**src/design/servo_pkg.sv**
```systemverilog
package servo_pkg;

  // Clock and input filter timing.
  localparam int CLK_PERIOD_NS = 40;
  localparam int DEBOUNCE_NS = 100000;
  localparam int DEBOUNCE_CYCLES = (DEBOUNCE_NS + CLK_PERIOD_NS - 1) / CLK_PERIOD_NS;
  localparam int DEB_CNT_W = 12;
  localparam logic [DEB_CNT_W-1:0] DEB_LAST = DEB_CNT_W'(DEBOUNCE_CYCLES - 1);

  // Warning thresholds in percent of the protection level.
  localparam logic [22:0] PCT_WARN = 23'h000055;
  localparam logic [22:0] PCT_FULL = 23'h000064;

  // Register byte offsets.
  localparam logic [7:0] OFS_MODE = 8'h00;
  localparam logic [7:0] OFS_WARN_SEL = 8'h04;
  localparam logic [7:0] OFS_ZERO_THR = 8'h08;
  localparam logic [7:0] OFS_PRESET_ONE = 8'h0c;
  localparam logic [7:0] OFS_PRESET_TWO = 8'h10;
  localparam logic [7:0] OFS_PRESET_THREE = 8'h14;
  localparam logic [7:0] OFS_PRESET_FOUR = 8'h18;
  localparam logic [7:0] OFS_ACCEL = 8'h1c;
  localparam logic [7:0] OFS_DECEL = 8'h20;
  localparam logic [7:0] OFS_STATUS = 8'h24;
  localparam logic [7:0] OFS_MONITOR = 8'h28;
  localparam logic [7:0] OFS_IRQ_STATUS = 8'h2c;
  localparam logic [7:0] OFS_IRQ_MASK = 8'h30;

  // Field positions.
  localparam int MODE_POL_BIT = 4;
  localparam int MON_SERVO_BIT = 0;
  localparam int MON_CLAMP_BIT = 5;
  localparam int MON_SEL_LOW_BIT = 6;
  localparam int MON_SEL_HIGH_BIT = 7;
  localparam int IRQ_WARN_BIT = 0;
  localparam int IRQ_SERVO_OFF_BIT = 1;
  localparam int IRQ_CLAMP_OPEN_BIT = 2;

  // Reset values and codes.
  localparam logic [3:0] MODE_RESET = 4'h2;
  localparam logic [3:0] MODE_INTERNAL_VELOCITY = 4'h1;
  localparam logic [2:0] WARN_SEL_RESET = 3'h0;
  localparam logic [15:0] ZERO_THR_RESET = 16'h0032;
  localparam logic [15:0] PRESET_RESET = 16'h0000;
  localparam logic [15:0] RAMP_RESET = 16'h0000;

  localparam logic [2:0] WSEL_TORQUE_LIMIT = 3'h0;
  localparam logic [2:0] WSEL_ZERO_SPEED = 3'h1;
  localparam logic [2:0] WSEL_ANY_WARNING = 3'h2;
  localparam logic [2:0] WSEL_REGEN = 3'h3;
  localparam logic [2:0] WSEL_OVERLOAD = 3'h4;
  localparam logic [2:0] WSEL_NONE = 3'h5;
  localparam logic [2:0] WSEL_FAN = 3'h6;

  typedef struct packed {
    logic servo_enable_in;
    logic speed_zero_clamp_in;
    logic speed_select_bit_high;
    logic speed_select_bit_low;
  } ctrl_inputs_t;

  typedef struct packed {
    logic torque_limited;
    logic signed [15:0] motor_speed;
    logic [15:0] regen_load;
    logic [15:0] regen_fault_level;
    logic [15:0] effective_torque;
    logic [15:0] overload_level;
    logic fan_stopped;
  } drive_status_t;

  typedef struct packed {
    logic [3:0] sync1;
    logic [3:0] sync2;
    logic [3:0] clean;
    logic [3:0][DEB_CNT_W-1:0] cnt;
  } deb_state_t;

  typedef struct packed {
    logic [3:0] control_mode_setting;
    logic pulse_output_polarity_invert;
    logic [2:0] warning_output_select;
    logic [15:0] zero_speed_threshold;
    logic [3:0][15:0] speed_preset;
    logic [15:0] accel_ramp_time;
    logic [15:0] decel_ramp_time;
    logic [2:0] irq_status;
    logic [2:0] irq_mask;
    logic ack;
    logic [31:0] rdata;
    logic warning;
    logic phase_a;
    logic phase_b;
    logic signed [15:0] speed_cmd;
    logic [15:0] ramp_cnt;
    logic motor_en;
    logic prev_servo;
    logic prev_clamp;
  } servo_state_t;

endpackage

```
**src/design/input_conditioner.sv**
```systemverilog
`timescale 1ns/1ps
`default_nettype none
module input_conditioner
(
  // Clock and reset
  input wire logic i_clk,
  input wire logic i_rst_n,
  // Raw pins, high when the contact is closed
  input wire servo_pkg::ctrl_inputs_t i_raw,
  // Filtered levels
  output var servo_pkg::ctrl_inputs_t o_clean
);
  import servo_pkg::*;

  deb_state_t st_reg;
  deb_state_t st_next;

  // A level is accepted only after it has held for the full filter time.
  always_comb
  begin
    st_next = st_reg;
    st_next.sync1 = i_raw;
    st_next.sync2 = st_reg.sync1;
    for (int i = 0; i < 4; i++)
    begin
      if (st_reg.sync2[i] == st_reg.clean[i])
      begin
        st_next.cnt[i] = '0;
      end
      else if (st_reg.cnt[i] == DEB_LAST)
      begin
        st_next.clean[i] = st_reg.sync2[i];
        st_next.cnt[i] = '0;
      end
      else
      begin
        st_next.cnt[i] = st_reg.cnt[i] + 1'b1;
      end
    end
  end

  always_ff @(posedge i_clk)
  begin
    if (!i_rst_n)
    begin
      st_reg <= '0;
    end
    else
    begin
      st_reg <= st_next;
    end
  end

  assign o_clean = st_reg.clean;

endmodule
`default_nettype wire

```
**src/design/servo_warn_speed.sv**
```systemverilog
// Design decisions made here: the Avalon-MM slave port and the register offsets.
`timescale 1ns/1ps
`default_nettype none
module servo_warn_speed
(
  // Clock and reset
  input wire logic i_clk,
  input wire logic i_rst_n,
  // Avalon-MM slave
  input wire logic [7:0] i_avs_address,
  input wire logic i_avs_read,
  input wire logic i_avs_write,
  input wire logic [31:0] i_avs_writedata,
  input wire logic [3:0] i_avs_byteenable,
  output logic [31:0] o_avs_readdata,
  output logic o_avs_waitrequest,
  // Host control pins
  input wire servo_pkg::ctrl_inputs_t i_ctrl_pins,
  // Drive conditions from the power stage
  input wire servo_pkg::drive_status_t i_drive,
  // Divided encoder pulses from the divider
  input wire logic i_enc_phase_a,
  input wire logic i_enc_phase_b,
  // Outputs
  output logic o_warning,
  output logic o_divided_phase_a_out,
  output logic o_divided_phase_b_out,
  output logic o_motor_enable,
  output logic signed [15:0] o_speed_cmd,
  output logic o_irq
);
  import servo_pkg::*;

  servo_state_t st_reg;
  servo_state_t st_next;
  ctrl_inputs_t clean;
  logic busy;
  logic regen_warn;
  logic overload_warn;
  logic zero_speed;
  logic [16:0] speed_mag;
  logic signed [15:0] target;
  logic run_ok;

  function automatic logic above_pct(input logic [15:0] value, input logic [15:0] level);
    logic [22:0] lhs;
    logic [22:0] rhs;
    lhs = 23'(value) * PCT_FULL;
    rhs = 23'(level) * PCT_WARN;
    return lhs > rhs;
  endfunction

  function automatic logic [15:0] merge16(input logic [15:0] old, input logic [31:0] wd,
                                          input logic [3:0] be);
    logic [15:0] res;
    res = old;
    if (be[0])
    begin
      res[7:0] = wd[7:0];
    end
    if (be[1])
    begin
      res[15:8] = wd[15:8];
    end
    return res;
  endfunction

  function automatic logic [16:0] abs17(input logic signed [15:0] v);
    logic [16:0] ext;
    ext = {v[15], v};
    return v[15] ? 17'(-ext) : ext;
  endfunction

  input_conditioner u_cond
  (
    .i_clk(i_clk),
    .i_rst_n(i_rst_n),
    .i_raw(i_ctrl_pins),
    .o_clean(clean)
  );

  assign busy = i_avs_read || i_avs_write;
  assign regen_warn = above_pct(i_drive.regen_load, i_drive.regen_fault_level);
  assign overload_warn = above_pct(i_drive.effective_torque, i_drive.overload_level);
  assign speed_mag = abs17(i_drive.motor_speed);
  assign zero_speed = speed_mag < {1'b0, st_reg.zero_speed_threshold};
  assign run_ok = clean.servo_enable_in && clean.speed_zero_clamp_in;

  always_comb
  begin
    target = 16'sh0000;
    if (st_reg.control_mode_setting == MODE_INTERNAL_VELOCITY && run_ok)
    begin
      target = st_reg.speed_preset[{clean.speed_select_bit_high,
                                    clean.speed_select_bit_low}];
    end
  end

  always_comb
  begin
    logic [15:0] rate;
    logic away;
    logic [2:0] events;
    logic [2:0] clear;
    st_next = st_reg;
    rate = '0;
    away = 1'b0;
    events = '0;
    clear = '0;

    // One wait state: read data is captured, then the answer is released.
    st_next.ack = busy && !st_reg.ack;
    if (busy && !st_reg.ack)
    begin
      case (i_avs_address)
        OFS_MODE: st_next.rdata = {27'h0, st_reg.pulse_output_polarity_invert,
                                   st_reg.control_mode_setting};
        OFS_WARN_SEL: st_next.rdata = {29'h0, st_reg.warning_output_select};
        OFS_ZERO_THR: st_next.rdata = {16'h0, st_reg.zero_speed_threshold};
        OFS_PRESET_ONE: st_next.rdata = {16'h0, st_reg.speed_preset[0]};
        OFS_PRESET_TWO: st_next.rdata = {16'h0, st_reg.speed_preset[1]};
        OFS_PRESET_THREE: st_next.rdata = {16'h0, st_reg.speed_preset[2]};
        OFS_PRESET_FOUR: st_next.rdata = {16'h0, st_reg.speed_preset[3]};
        OFS_ACCEL: st_next.rdata = {16'h0, st_reg.accel_ramp_time};
        OFS_DECEL: st_next.rdata = {16'h0, st_reg.decel_ramp_time};
        OFS_STATUS: st_next.rdata = {9'h0, i_drive.torque_limited, zero_speed,
                                     regen_warn, overload_warn, i_drive.fan_stopped,
                                     st_reg.motor_en, st_reg.warning,
                                     st_reg.speed_cmd};
        OFS_MONITOR:
        begin
          st_next.rdata = 32'h0;
          st_next.rdata[MON_SERVO_BIT] = clean.servo_enable_in;
          st_next.rdata[MON_CLAMP_BIT] = clean.speed_zero_clamp_in;
          st_next.rdata[MON_SEL_LOW_BIT] = clean.speed_select_bit_low;
          st_next.rdata[MON_SEL_HIGH_BIT] = clean.speed_select_bit_high;
        end
        OFS_IRQ_STATUS: st_next.rdata = {29'h0, st_reg.irq_status};
        OFS_IRQ_MASK: st_next.rdata = {29'h0, st_reg.irq_mask};
        default: st_next.rdata = 32'h0;
      endcase
    end

    if (st_reg.ack && i_avs_write)
    begin
      case (i_avs_address)
        OFS_MODE:
        begin
          if (i_avs_byteenable[0])
          begin
            st_next.control_mode_setting = i_avs_writedata[3:0];
            st_next.pulse_output_polarity_invert = i_avs_writedata[MODE_POL_BIT];
          end
        end
        OFS_WARN_SEL:
        begin
          if (i_avs_byteenable[0])
          begin
            st_next.warning_output_select = i_avs_writedata[2:0];
          end
        end
        OFS_ZERO_THR: st_next.zero_speed_threshold =
          merge16(st_reg.zero_speed_threshold, i_avs_writedata, i_avs_byteenable);
        OFS_PRESET_ONE: st_next.speed_preset[0] =
          merge16(st_reg.speed_preset[0], i_avs_writedata, i_avs_byteenable);
        OFS_PRESET_TWO: st_next.speed_preset[1] =
          merge16(st_reg.speed_preset[1], i_avs_writedata, i_avs_byteenable);
        OFS_PRESET_THREE: st_next.speed_preset[2] =
          merge16(st_reg.speed_preset[2], i_avs_writedata, i_avs_byteenable);
        OFS_PRESET_FOUR: st_next.speed_preset[3] =
          merge16(st_reg.speed_preset[3], i_avs_writedata, i_avs_byteenable);
        OFS_ACCEL: st_next.accel_ramp_time =
          merge16(st_reg.accel_ramp_time, i_avs_writedata, i_avs_byteenable);
        OFS_DECEL: st_next.decel_ramp_time =
          merge16(st_reg.decel_ramp_time, i_avs_writedata, i_avs_byteenable);
        OFS_IRQ_STATUS:
        begin
          if (i_avs_byteenable[0])
          begin
            clear = i_avs_writedata[2:0];
          end
        end
        OFS_IRQ_MASK:
        begin
          if (i_avs_byteenable[0])
          begin
            st_next.irq_mask = i_avs_writedata[2:0];
          end
        end
        default: st_next.irq_mask = st_reg.irq_mask;
      endcase
    end

    // Warning selector; code 5 and unused codes keep the output off.
    case (st_reg.warning_output_select)
      WSEL_TORQUE_LIMIT: st_next.warning = i_drive.torque_limited;
      WSEL_ZERO_SPEED: st_next.warning = zero_speed;
      WSEL_ANY_WARNING: st_next.warning = regen_warn || overload_warn ||
                                          i_drive.fan_stopped;
      WSEL_REGEN: st_next.warning = regen_warn;
      WSEL_OVERLOAD: st_next.warning = overload_warn;
      WSEL_NONE: st_next.warning = 1'b0;
      WSEL_FAN: st_next.warning = i_drive.fan_stopped;
      default: st_next.warning = 1'b0;
    endcase

    st_next.phase_a = i_enc_phase_a;
    st_next.phase_b = i_enc_phase_b ^ st_reg.pulse_output_polarity_invert;
    st_next.motor_en = clean.servo_enable_in;

    // Moving away from zero uses the accel time, toward zero the decel time.
    // A ramp time counts clock cycles per unit step of the speed command.
    if (st_reg.speed_cmd == target)
    begin
      st_next.ramp_cnt = '0;
    end
    else
    begin
      away = (st_reg.speed_cmd == 16'sh0000) ||
             ((st_reg.speed_cmd[15] == target[15]) &&
              (abs17(target) > abs17(st_reg.speed_cmd)));
      rate = away ? st_reg.accel_ramp_time : st_reg.decel_ramp_time;
      if (rate == 16'h0000)
      begin
        st_next.speed_cmd = target;
        st_next.ramp_cnt = '0;
      end
      else if (st_reg.ramp_cnt >= rate - 16'h0001)
      begin
        st_next.ramp_cnt = '0;
        st_next.speed_cmd = (target > st_reg.speed_cmd) ? st_reg.speed_cmd + 16'sh0001
                                                        : st_reg.speed_cmd - 16'sh0001;
      end
      else
      begin
        st_next.ramp_cnt = st_reg.ramp_cnt + 16'h0001;
      end
    end

    st_next.prev_servo = clean.servo_enable_in;
    st_next.prev_clamp = clean.speed_zero_clamp_in;
    events[IRQ_WARN_BIT] = st_next.warning && !st_reg.warning;
    events[IRQ_SERVO_OFF_BIT] = st_reg.prev_servo && !clean.servo_enable_in;
    events[IRQ_CLAMP_OPEN_BIT] = st_reg.prev_clamp && !clean.speed_zero_clamp_in;
    // A new event in the clearing cycle keeps its bit set.
    st_next.irq_status = (st_reg.irq_status & ~clear) | events;
  end

  always_ff @(posedge i_clk)
  begin
    if (!i_rst_n)
    begin
      st_reg <= '0;
      st_reg.control_mode_setting <= MODE_RESET;
      st_reg.warning_output_select <= WARN_SEL_RESET;
      st_reg.zero_speed_threshold <= ZERO_THR_RESET;
      st_reg.speed_preset <= {4{PRESET_RESET}};
      st_reg.accel_ramp_time <= RAMP_RESET;
      st_reg.decel_ramp_time <= RAMP_RESET;
    end
    else
    begin
      st_reg <= st_next;
    end
  end

  assign o_avs_waitrequest = busy && !st_reg.ack;
  assign o_avs_readdata = st_reg.rdata;
  assign o_warning = st_reg.warning;
  assign o_divided_phase_a_out = st_reg.phase_a;
  assign o_divided_phase_b_out = st_reg.phase_b;
  assign o_motor_enable = st_reg.motor_en;
  assign o_speed_cmd = st_reg.speed_cmd;
  assign o_irq = |(st_reg.irq_status & st_reg.irq_mask);

  AST_SEL_TORQUE: assert property (@(posedge i_clk) disable iff (!i_rst_n)
    (st_reg.warning_output_select == WSEL_TORQUE_LIMIT) |=>
      (o_warning == $past(i_drive.torque_limited)))
    else $error("Warning does not follow torque limiting.");

  AST_SEL_ZERO: assert property (@(posedge i_clk) disable iff (!i_rst_n)
    (st_reg.warning_output_select == WSEL_ZERO_SPEED) |=>
      (o_warning == $past(zero_speed)))
    else $error("Warning does not follow zero speed.");

  AST_SEL_ANY: assert property (@(posedge i_clk) disable iff (!i_rst_n)
    (st_reg.warning_output_select == WSEL_ANY_WARNING) |=> (o_warning == (
      32'($past(i_drive.regen_load)) * 100 > 32'($past(i_drive.regen_fault_level)) * 85 ||
      32'($past(i_drive.effective_torque)) * 100 > 32'($past(i_drive.overload_level)) * 85 ||
      $past(i_drive.fan_stopped))))
    else $error("Combined warning is not the OR of the three warnings.");

  AST_SEL_REGEN: assert property (@(posedge i_clk) disable iff (!i_rst_n)
    (st_reg.warning_output_select == WSEL_REGEN) |=>
      (o_warning == ($past(i_drive.regen_load) * 100 > $past(i_drive.regen_fault_level) * 85)))
    else $error("Regenerative warning threshold wrong.");

  AST_SEL_OVERLOAD: assert property (@(posedge i_clk) disable iff (!i_rst_n)
    (st_reg.warning_output_select == WSEL_OVERLOAD) |=>
      (o_warning == (32'($past(i_drive.effective_torque)) * 100 >
                     32'($past(i_drive.overload_level)) * 85)))
    else $error("Overload warning threshold wrong.");

  AST_SEL_NONE: assert property (@(posedge i_clk) disable iff (!i_rst_n)
    (st_reg.warning_output_select == WSEL_NONE) |=> !o_warning)
    else $error("Warning driven with code 5.");

  AST_SEL_FAN: assert property (@(posedge i_clk) disable iff (!i_rst_n)
    (st_reg.warning_output_select == WSEL_FAN) |=> (o_warning == $past(i_drive.fan_stopped)))
    else $error("Warning does not follow fan stop.");

  AST_PHASE_B: assert property (@(posedge i_clk) disable iff (!i_rst_n)
    1'b1 |=> (o_divided_phase_b_out ==
              ($past(i_enc_phase_b) ^ $past(st_reg.pulse_output_polarity_invert))))
    else $error("Phase B polarity wrong.");

  AST_PRESET_TWO: assert property (@(posedge i_clk) disable iff (!i_rst_n)
    (st_reg.control_mode_setting == MODE_INTERNAL_VELOCITY && run_ok &&
     clean.speed_select_bit_low && !clean.speed_select_bit_high &&
     st_reg.accel_ramp_time == 16'h0000 && st_reg.decel_ramp_time == 16'h0000) |=>
      (o_speed_cmd == $past(st_reg.speed_preset[1])))
    else $error("Second preset not selected.");

  AST_CLAMP_STOP: assert property (@(posedge i_clk) disable iff (!i_rst_n)
    (!clean.speed_zero_clamp_in && st_reg.decel_ramp_time == 16'h0000 &&
     st_reg.accel_ramp_time == 16'h0000) |=> (o_speed_cmd == 16'sh0000))
    else $error("Open clamp did not stop the motor.");

  AST_SERVO_OFF: assert property (@(posedge i_clk) disable iff (!i_rst_n)
    (!clean.servo_enable_in && st_reg.accel_ramp_time == 16'h0000 &&
     st_reg.decel_ramp_time == 16'h0000) |=> (!o_motor_enable && o_speed_cmd == 16'sh0000))
    else $error("Motor energised without servo enable.");

  AST_IRQ_SET_WINS: assert property (@(posedge i_clk) disable iff (!i_rst_n)
    (st_next.warning && !st_reg.warning) |=> st_reg.irq_status[IRQ_WARN_BIT])
    else $error("Warning event lost.");

endmodule
`default_nettype wire

```
**config.mk**
```make
export PLATFORM = sky130hd
export DESIGN_NAME = servo_warn_speed
export DESIGN_NICKNAME = d
export VERILOG_FILES = /design/src/design/servo_pkg.sv /design/src/design/input_conditioner.sv /design/src/design/servo_warn_speed.sv
export SDC_FILE = /design/constraint.sdc
export NUM_CORES = 1
export LEC_CHECK = 0
export BUFFER_PORTS_ARGS = -buffer_cell sky130_fd_sc_hd__buf_4
export CAP_MARGIN = 20
export CORE_MARGIN = 2
export CORE_UTILIZATION = 50
export CTS_BUF_LIST = sky130_fd_sc_hd__clkbuf_16
export DETAILED_ROUTE_END_ITERATION = 10
export GPL_ROUTABILITY_DRIVEN = 1
export GPL_TIMING_DRIVEN = 0
export PLACE_DENSITY = 0.68
export SYNTH_ARGS = -nofsm -noshare
export SYNTH_HDL_FRONTEND = slang
export SYNTH_SLANG_ARGS = --single-unit
```
**constraint.sdc**
```tcl
create_clock -name i_clk -period 19 [get_ports i_clk]
set_input_delay 3.8 -clock i_clk [delete_from_list [all_inputs] [get_ports i_clk]]
set_output_delay 3.8 -clock i_clk [all_outputs]
set_load 0.03 [all_outputs]
```
## Yosys cells after proc, flatten, opt, wreduce, memory -nomap -nowiden

Cells that the tools add are included.

- Input bits: 136
- Word-level logic and storage cells: 164
- Output and inout port bits: 54
- Flip-flop bits (word level): 256

- Multiplexer cells: 16
- Bitwise gates (word level): 11
- Equal/unequal tests: 28
- $lt $le $gt $ge: 7
- Add/sub/neg operators: 11
- Multipliers: 4
- Reduce and logical (&&, ||, !) cells: 49

Operators with widths:

| kind | count |
|---|---|
| 23-bit one-hot mux with 13 select lines | 1 |
| 16-bit two-way mux | 6 |
| 17-bit two-way mux | 3 |
| 17-bit negation | 3 |
| 3-bit AND reduction | 17 |
| 12-bit by 1-bit adder with 12-bit output, second input constant | 4 |
| 12-bit == test, second input constant | 4 |
| 23-bit greater-than comparator | 2 |
| 16-bit by 7-bit multiplier with 23-bit output, second input constant | 2 |
| 16-bit by 5-bit multiplier with 21-bit output, second input constant | 2 |
| 8-bit by 6-bit == test with 1-bit output, second input constant | 5 |
| 16-bit binary-select mux with 2-bit select | 1 |
| 8-bit by 5-bit == test with 1-bit output, second input constant | 4 |
| 16-bit logical NOT | 2 |
| 32-bit two-way mux | 1 |
| 17-bit greater-than comparator | 1 |
| 17-bit by 16-bit less-than comparator with 1-bit output | 1 |
| 16-bit by 1-bit adder with 16-bit output, second input constant | 1 |
| 16-bit by 2-bit adder with 16-bit output, second input constant | 1 |
| 16-bit == test | 1 |
| 8-bit by 4-bit == test with 1-bit output, second input constant | 2 |
| 16-bit >= comparator | 1 |
| 16-bit greater-than comparator | 1 |
| 16-bit by 1-bit subtractor with 16-bit output, second input constant | 1 |
| other kinds (24) | 59 |

## Longest topological paths before layout

- Word-level depth: 13
- Mapped depth: 36
- Depth with buffers taken out: 32

## Cells and area by module

From an unflattened synthesis, not the netlist that was laid out.

- Cells, all modules: 2866
- Area, all modules: 22898.2 um2

By module, submodules not included:

| module | instances | sequential area each (um2) | cells an instance | area each (um2) |
|---|---|---|---|---|
| servo_warn_speed | 1 | 3743.6 | 2593 | 20409.6 |
| input_conditioner | 1 | 1201.2 | 273 | 2488.6 |

## Least setup slack after synthesis

OpenSTA, ideal clock, no wires.

- Path kind: input -> register
- Start point: input port i_drive[2] in the netlist's numbering
- End point: register st_reg[74] in the netlist's numbering
- Data required time: 18868 ps
- Data arrival time: 9088 ps
- Stages on the path: 26
- Path buffers: 0
- Path slack: 9780 ps
- Setup time: 132 ps
- Cells stage by stage: ha_1 inv_1 fa_1 inv_1 ha_1 inv_1 fa_1 inv_1 ha_1 and2_0 o21ai_0 nand4b_1 nand3_1 a31oi_1 o31ai_1 or4b_2 o311a_1 ha_1 nand4_1 nor4_1 nor2b_1 o22ai_1 a31oi_1 a211oi_1 a221oi_1 o31ai_1

- Word-level cells in the longest chain between the ends: 7

RTL lines:

| element | RTL line | source |
|---|---|---|
| from (decl) | servo_warn_speed.sv:20 | `input wire servo_pkg::drive_status_t i_drive,` |
| 16-bit by 7-bit multiplier with 23-bit output * | servo_warn_speed.sv:49 | `rhs = 23'(level) * PCT_WARN;` |
| 23-bit greater-than comparator * | servo_warn_speed.sv:50 | `return lhs > rhs;` |
| 1-bit logical OR (2 in series) | servo_warn_speed.sv:198 | `WSEL_ANY_WARNING: st_next.warning = regen_warn \|\| overload_warn \|\|` |
| 1-bit one-hot mux with 6 select lines * | servo_warn_speed.sv:195 | `case (st_reg.warning_output_select)` |
| 1-bit logical AND * | servo_warn_speed.sv:242 | `events[IRQ_WARN_BIT] = st_next.warning && !st_reg.warning;` |
| 3-bit bitwise OR * | servo_warn_speed.sv:246 | `st_next.irq_status = (st_reg.irq_status & ~clear) \| events;` |
| to (signal assigned) | servo_warn_speed.sv:263 | `st_reg <= st_next;` |
| to (decl) | servo_warn_speed.sv:34 | `servo_state_t st_reg;` |

Mark *: on every way between the ends. The rest lies on a longest branch, timed or not.
A chain may end at the register's enable or synchronous reset.

## Worst setup path after layout

- Start point: input port i_drive[4] in the netlist's numbering
- End point: register st_reg[74] in the netlist's numbering

The elaborated chain is that of the path after synthesis.

==> run metrics <==
clock edge transition at the registers on the reported setup and hold paths=0.06 ns; clk root buf=clkbuf_16; number of clock sinks=247; fin worst setup slack=9.02 ns; MaxCap Viol Count=0; total die area=48300 µm²; met3 GRT Util=6.36%; sequential fraction of the synthesis area=21.2%; Post-CTS Hold Fix Bufs=0; final setup vio count=0; number of global-route vias before repair=20.4k; Max Fclk=100 MHz; drt wl/cell=18.4 µm; TNS Setup=0 ns; final hold viol count=0; Total GRT Usage=28.4%; slowest stage delay, CP=0.62 ns; Post-CTS Resized=0; initial antenna violation count=1; die width=220 µm; Combinational Power Share=56.7%; Setup Skew=0.0350 ns; Overflow after GRT=0; area grow syn2layout=13.0%; PortBufs=160; starting density of the core=50.3%; GRT Max-Usage Layer=met2; Yosys cell types=81; Seq pwr share=21.1%; max reg flops=145; worst-path fanout max=4; CTS tree=done; Setup crit end kind=register; largest net degree at the start of global routing=16; final core utilization=56.9%; via count=21.6k; Ys Warns=0; WP data arrival=10.42 ns; postcts setup bufs=0; Internal=1.55 mW; number of synthesized flops with an enable pin=0; FP Rows=79; kind of critical path=in -> reg; GR Util met2=46.3%; I/O pins=190; worst-margin pin slew=1.19 ns; drt pass-1 iters=6; Final GP Congestion=0.966; leakage=12.0 nW; Core Area=46300 µm²; GRT met1 Usage=38.0%; detailed placement HPWL=56000 µm; synthesized area per cell=7.95 µm²; # nets final=3682; CTS buffer count=29; Clock Power Share=22.2%; routed vias/inst=5.74; P_sw=1.16 mW; period utilisation layout=52.6%; Yosys reg bits=247; Top delay family on crit path=adder cells; drt first-iter violations=1747; Cell Pwr Density=103 nW/µm²; Sw Ratio=42.7%; Synth Cell Area=23300 µm²; Slew HR=20.1%; CP required=19.43 ns; Peak supply drop=0.0000977 V; run status=finished, final reports clean; Hold Crit Class=reg -> reg; Async SR Flop Fraction=0%; final-report max-slew violation count=0; final WL=69200 µm; unrepaired setup endpoints after global routing=no; clock buffer depth=3; first-pass GRT wire length=109000 µm; Crit-path slowest cell=or4b_2; number of H-tree levels=1; Synth Flop Type=dfxtp_1; Die Ht=220 µm; antenna violation net count after detailed routing=0; layout cells sized above 1=10.1%; synthesized instance count=2928; Bufs and invs on worst path=5; CP startpoint kind=input pin; worst skew pair latency=0.58 ns; Tmin final=9.98 ns; Residual DRC=0; Place WS=8.50 ns
## cell usage in the layout, fill, tap and decap left out, drive strengths merged, types with 14 or more instances in the layout
| cell type | instances |
|---|---|
| a31oi | 28 |
| and3 | 27 |
| nand3 | 161 |
| a211oi | 21 |
| o31ai | 30 |
| buf | 224 |
| clkbuf | 112 |
| nor3 | 39 |
| dfxtp | 247 |
| mux4 | 16 |
| mux2i | 14 |
| inv | 397 |
| and2 | 35 |
| a22oi | 25 |
| a21oi | 257 |
| nor2b | 16 |
| nand4 | 19 |
| a22o | 21 |
| or3 | 18 |
| fa | 71 |
| nand2b | 26 |
| ha | 346 |
| xnor2 | 106 |
| a21o | 25 |
| o21a | 17 |
| a221oi | 24 |
| nor2 | 197 |
| xor2 | 79 |
| or4 | 15 |
| nor4 | 18 |
| o21ai | 76 |
| nand2 | 290 |
## final cells by class
cell class,instances,area (µm²)
fill,4291,20000
inverter,392,1470
tap,607,759
clock buffer,29,726
sequential,247,4940
buffer,146,754
antenna,1,2.50
multi-input combinational,2152,16100
timing repair buffer,161,1210
clock inverter,25,292
## synthesized netlist by cell type, types with 13 or more instances
cell      instances  share of area [%]
inv_1           392                6.3
ha_1            346                 19
nand2_1         290                4.7
a21oi_1         257                5.5
dfxtp_1         247                 21
nor2_1          195                3.1
nand3_1         159                3.4
xnor2_1         106                4.0
clkbuf_1         81                1.3
xor2_1           79                3.0
o21ai_0          76                1.6
fa_1             71                6.1
buf_4            49                1.6
nor3_1           39               0.84
and2_1           34               0.91
o31ai_1          29               0.94
a31oi_1          28               0.75
and3_1           27               0.73
nand2b_1         26               0.70
a21o_1           25               0.81
a22oi_1          25               0.81
a221oi_1         24               0.90
a22o_1           21               0.79
nand4_1          19               0.51
or3_1            18               0.48
nor4_1           17               0.46
o21a_1           17               0.55
mux4_2           16                1.5
nor2b_1          16               0.43
mux2i_1          14               0.60
or4_1            13               0.42
## metrics by stage
| step | hold slack, ns | cell area [µm²] | instances | power (mW) |
|---|---|---|---|---|
| after floorplan | 0.412 | 23300 | 2937 | 1.74 |
| after global placement | 0.417 | 25300 | 3704 | 2.05 |
| after detailed placement | 0.424 | 25300 | 3704 | 2.10 |
| after CTS | 0.438 | 26300 | 3758 | 2.71 |
| after global routing | 0.460 | 26300 | 3759 | 2.95 |
| final | 0.435 | 26300 | 3760 | 2.71 |
## path summary, 6_finish.rpt
kind,start,endpoint,slack [ns],cells after the start
max,i_drive[4],st_reg[74]$_SDFF_PN0_,9.02,27
min,u_cond.st_next[55]$_SDFF_PN0_,u_cond.st_reg[55]$_SDFF_PN0_,0.43,1
max reg2reg,u_cond.o_clean[0]$_SDFFE_PN0P_,o_speed_cmd[11]$_SDFFE_PN0P_,9.46,32
min reg2reg,u_cond.st_next[55]$_SDFF_PN0_,u_cond.st_reg[55]$_SDFF_PN0_,0.43,1
## power by group through the flow
stage               Sequential (mW)  Combinational [mW]  Clock (mW)
finish                        0.572                1.54       0.603
global route                  0.573                1.74       0.634
CTS                           0.570                1.53       0.609
detailed placement            0.582                1.52           0
global placement              0.582                1.47           0
floorplan                     0.563                1.18           0
## worst register-to-register path: cells and delay by family (launching register included)
family	cells	cell delay, ns
adder cells (fa/ha/maj)	3	0.88
flip-flops	1	0.30
AND/OR/NAND/NOR	11	2.81
buffers and inverters	6	2.10
multiplexers	2	1.00
AO/OA/AOI/OAI	8	2.07
XOR/XNOR	2	0.27
## metal layers
layer | part of all wire [%] | up-vias
met4 | 2.3 | 2
met2 | 44 | 795
met5 | 0.012 | -
met3 | 9.1 | 110
li1 | - | 10500
met1 | 44 | 10200
## kinds of logic after synthesis
logic type	Yosys count	synth area share (%)
other	2	0.0323
AOI/OAI and AO/OA	604	16.7
DFF	247	21.2
muxes	30	2.15
buffers and inverters	538	9.56
and+or+nand+nor	905	18.6
adders and majority gates	417	24.7
xor gates and xnor gates	185	6.96
Power figures use the tool's default switching activity.
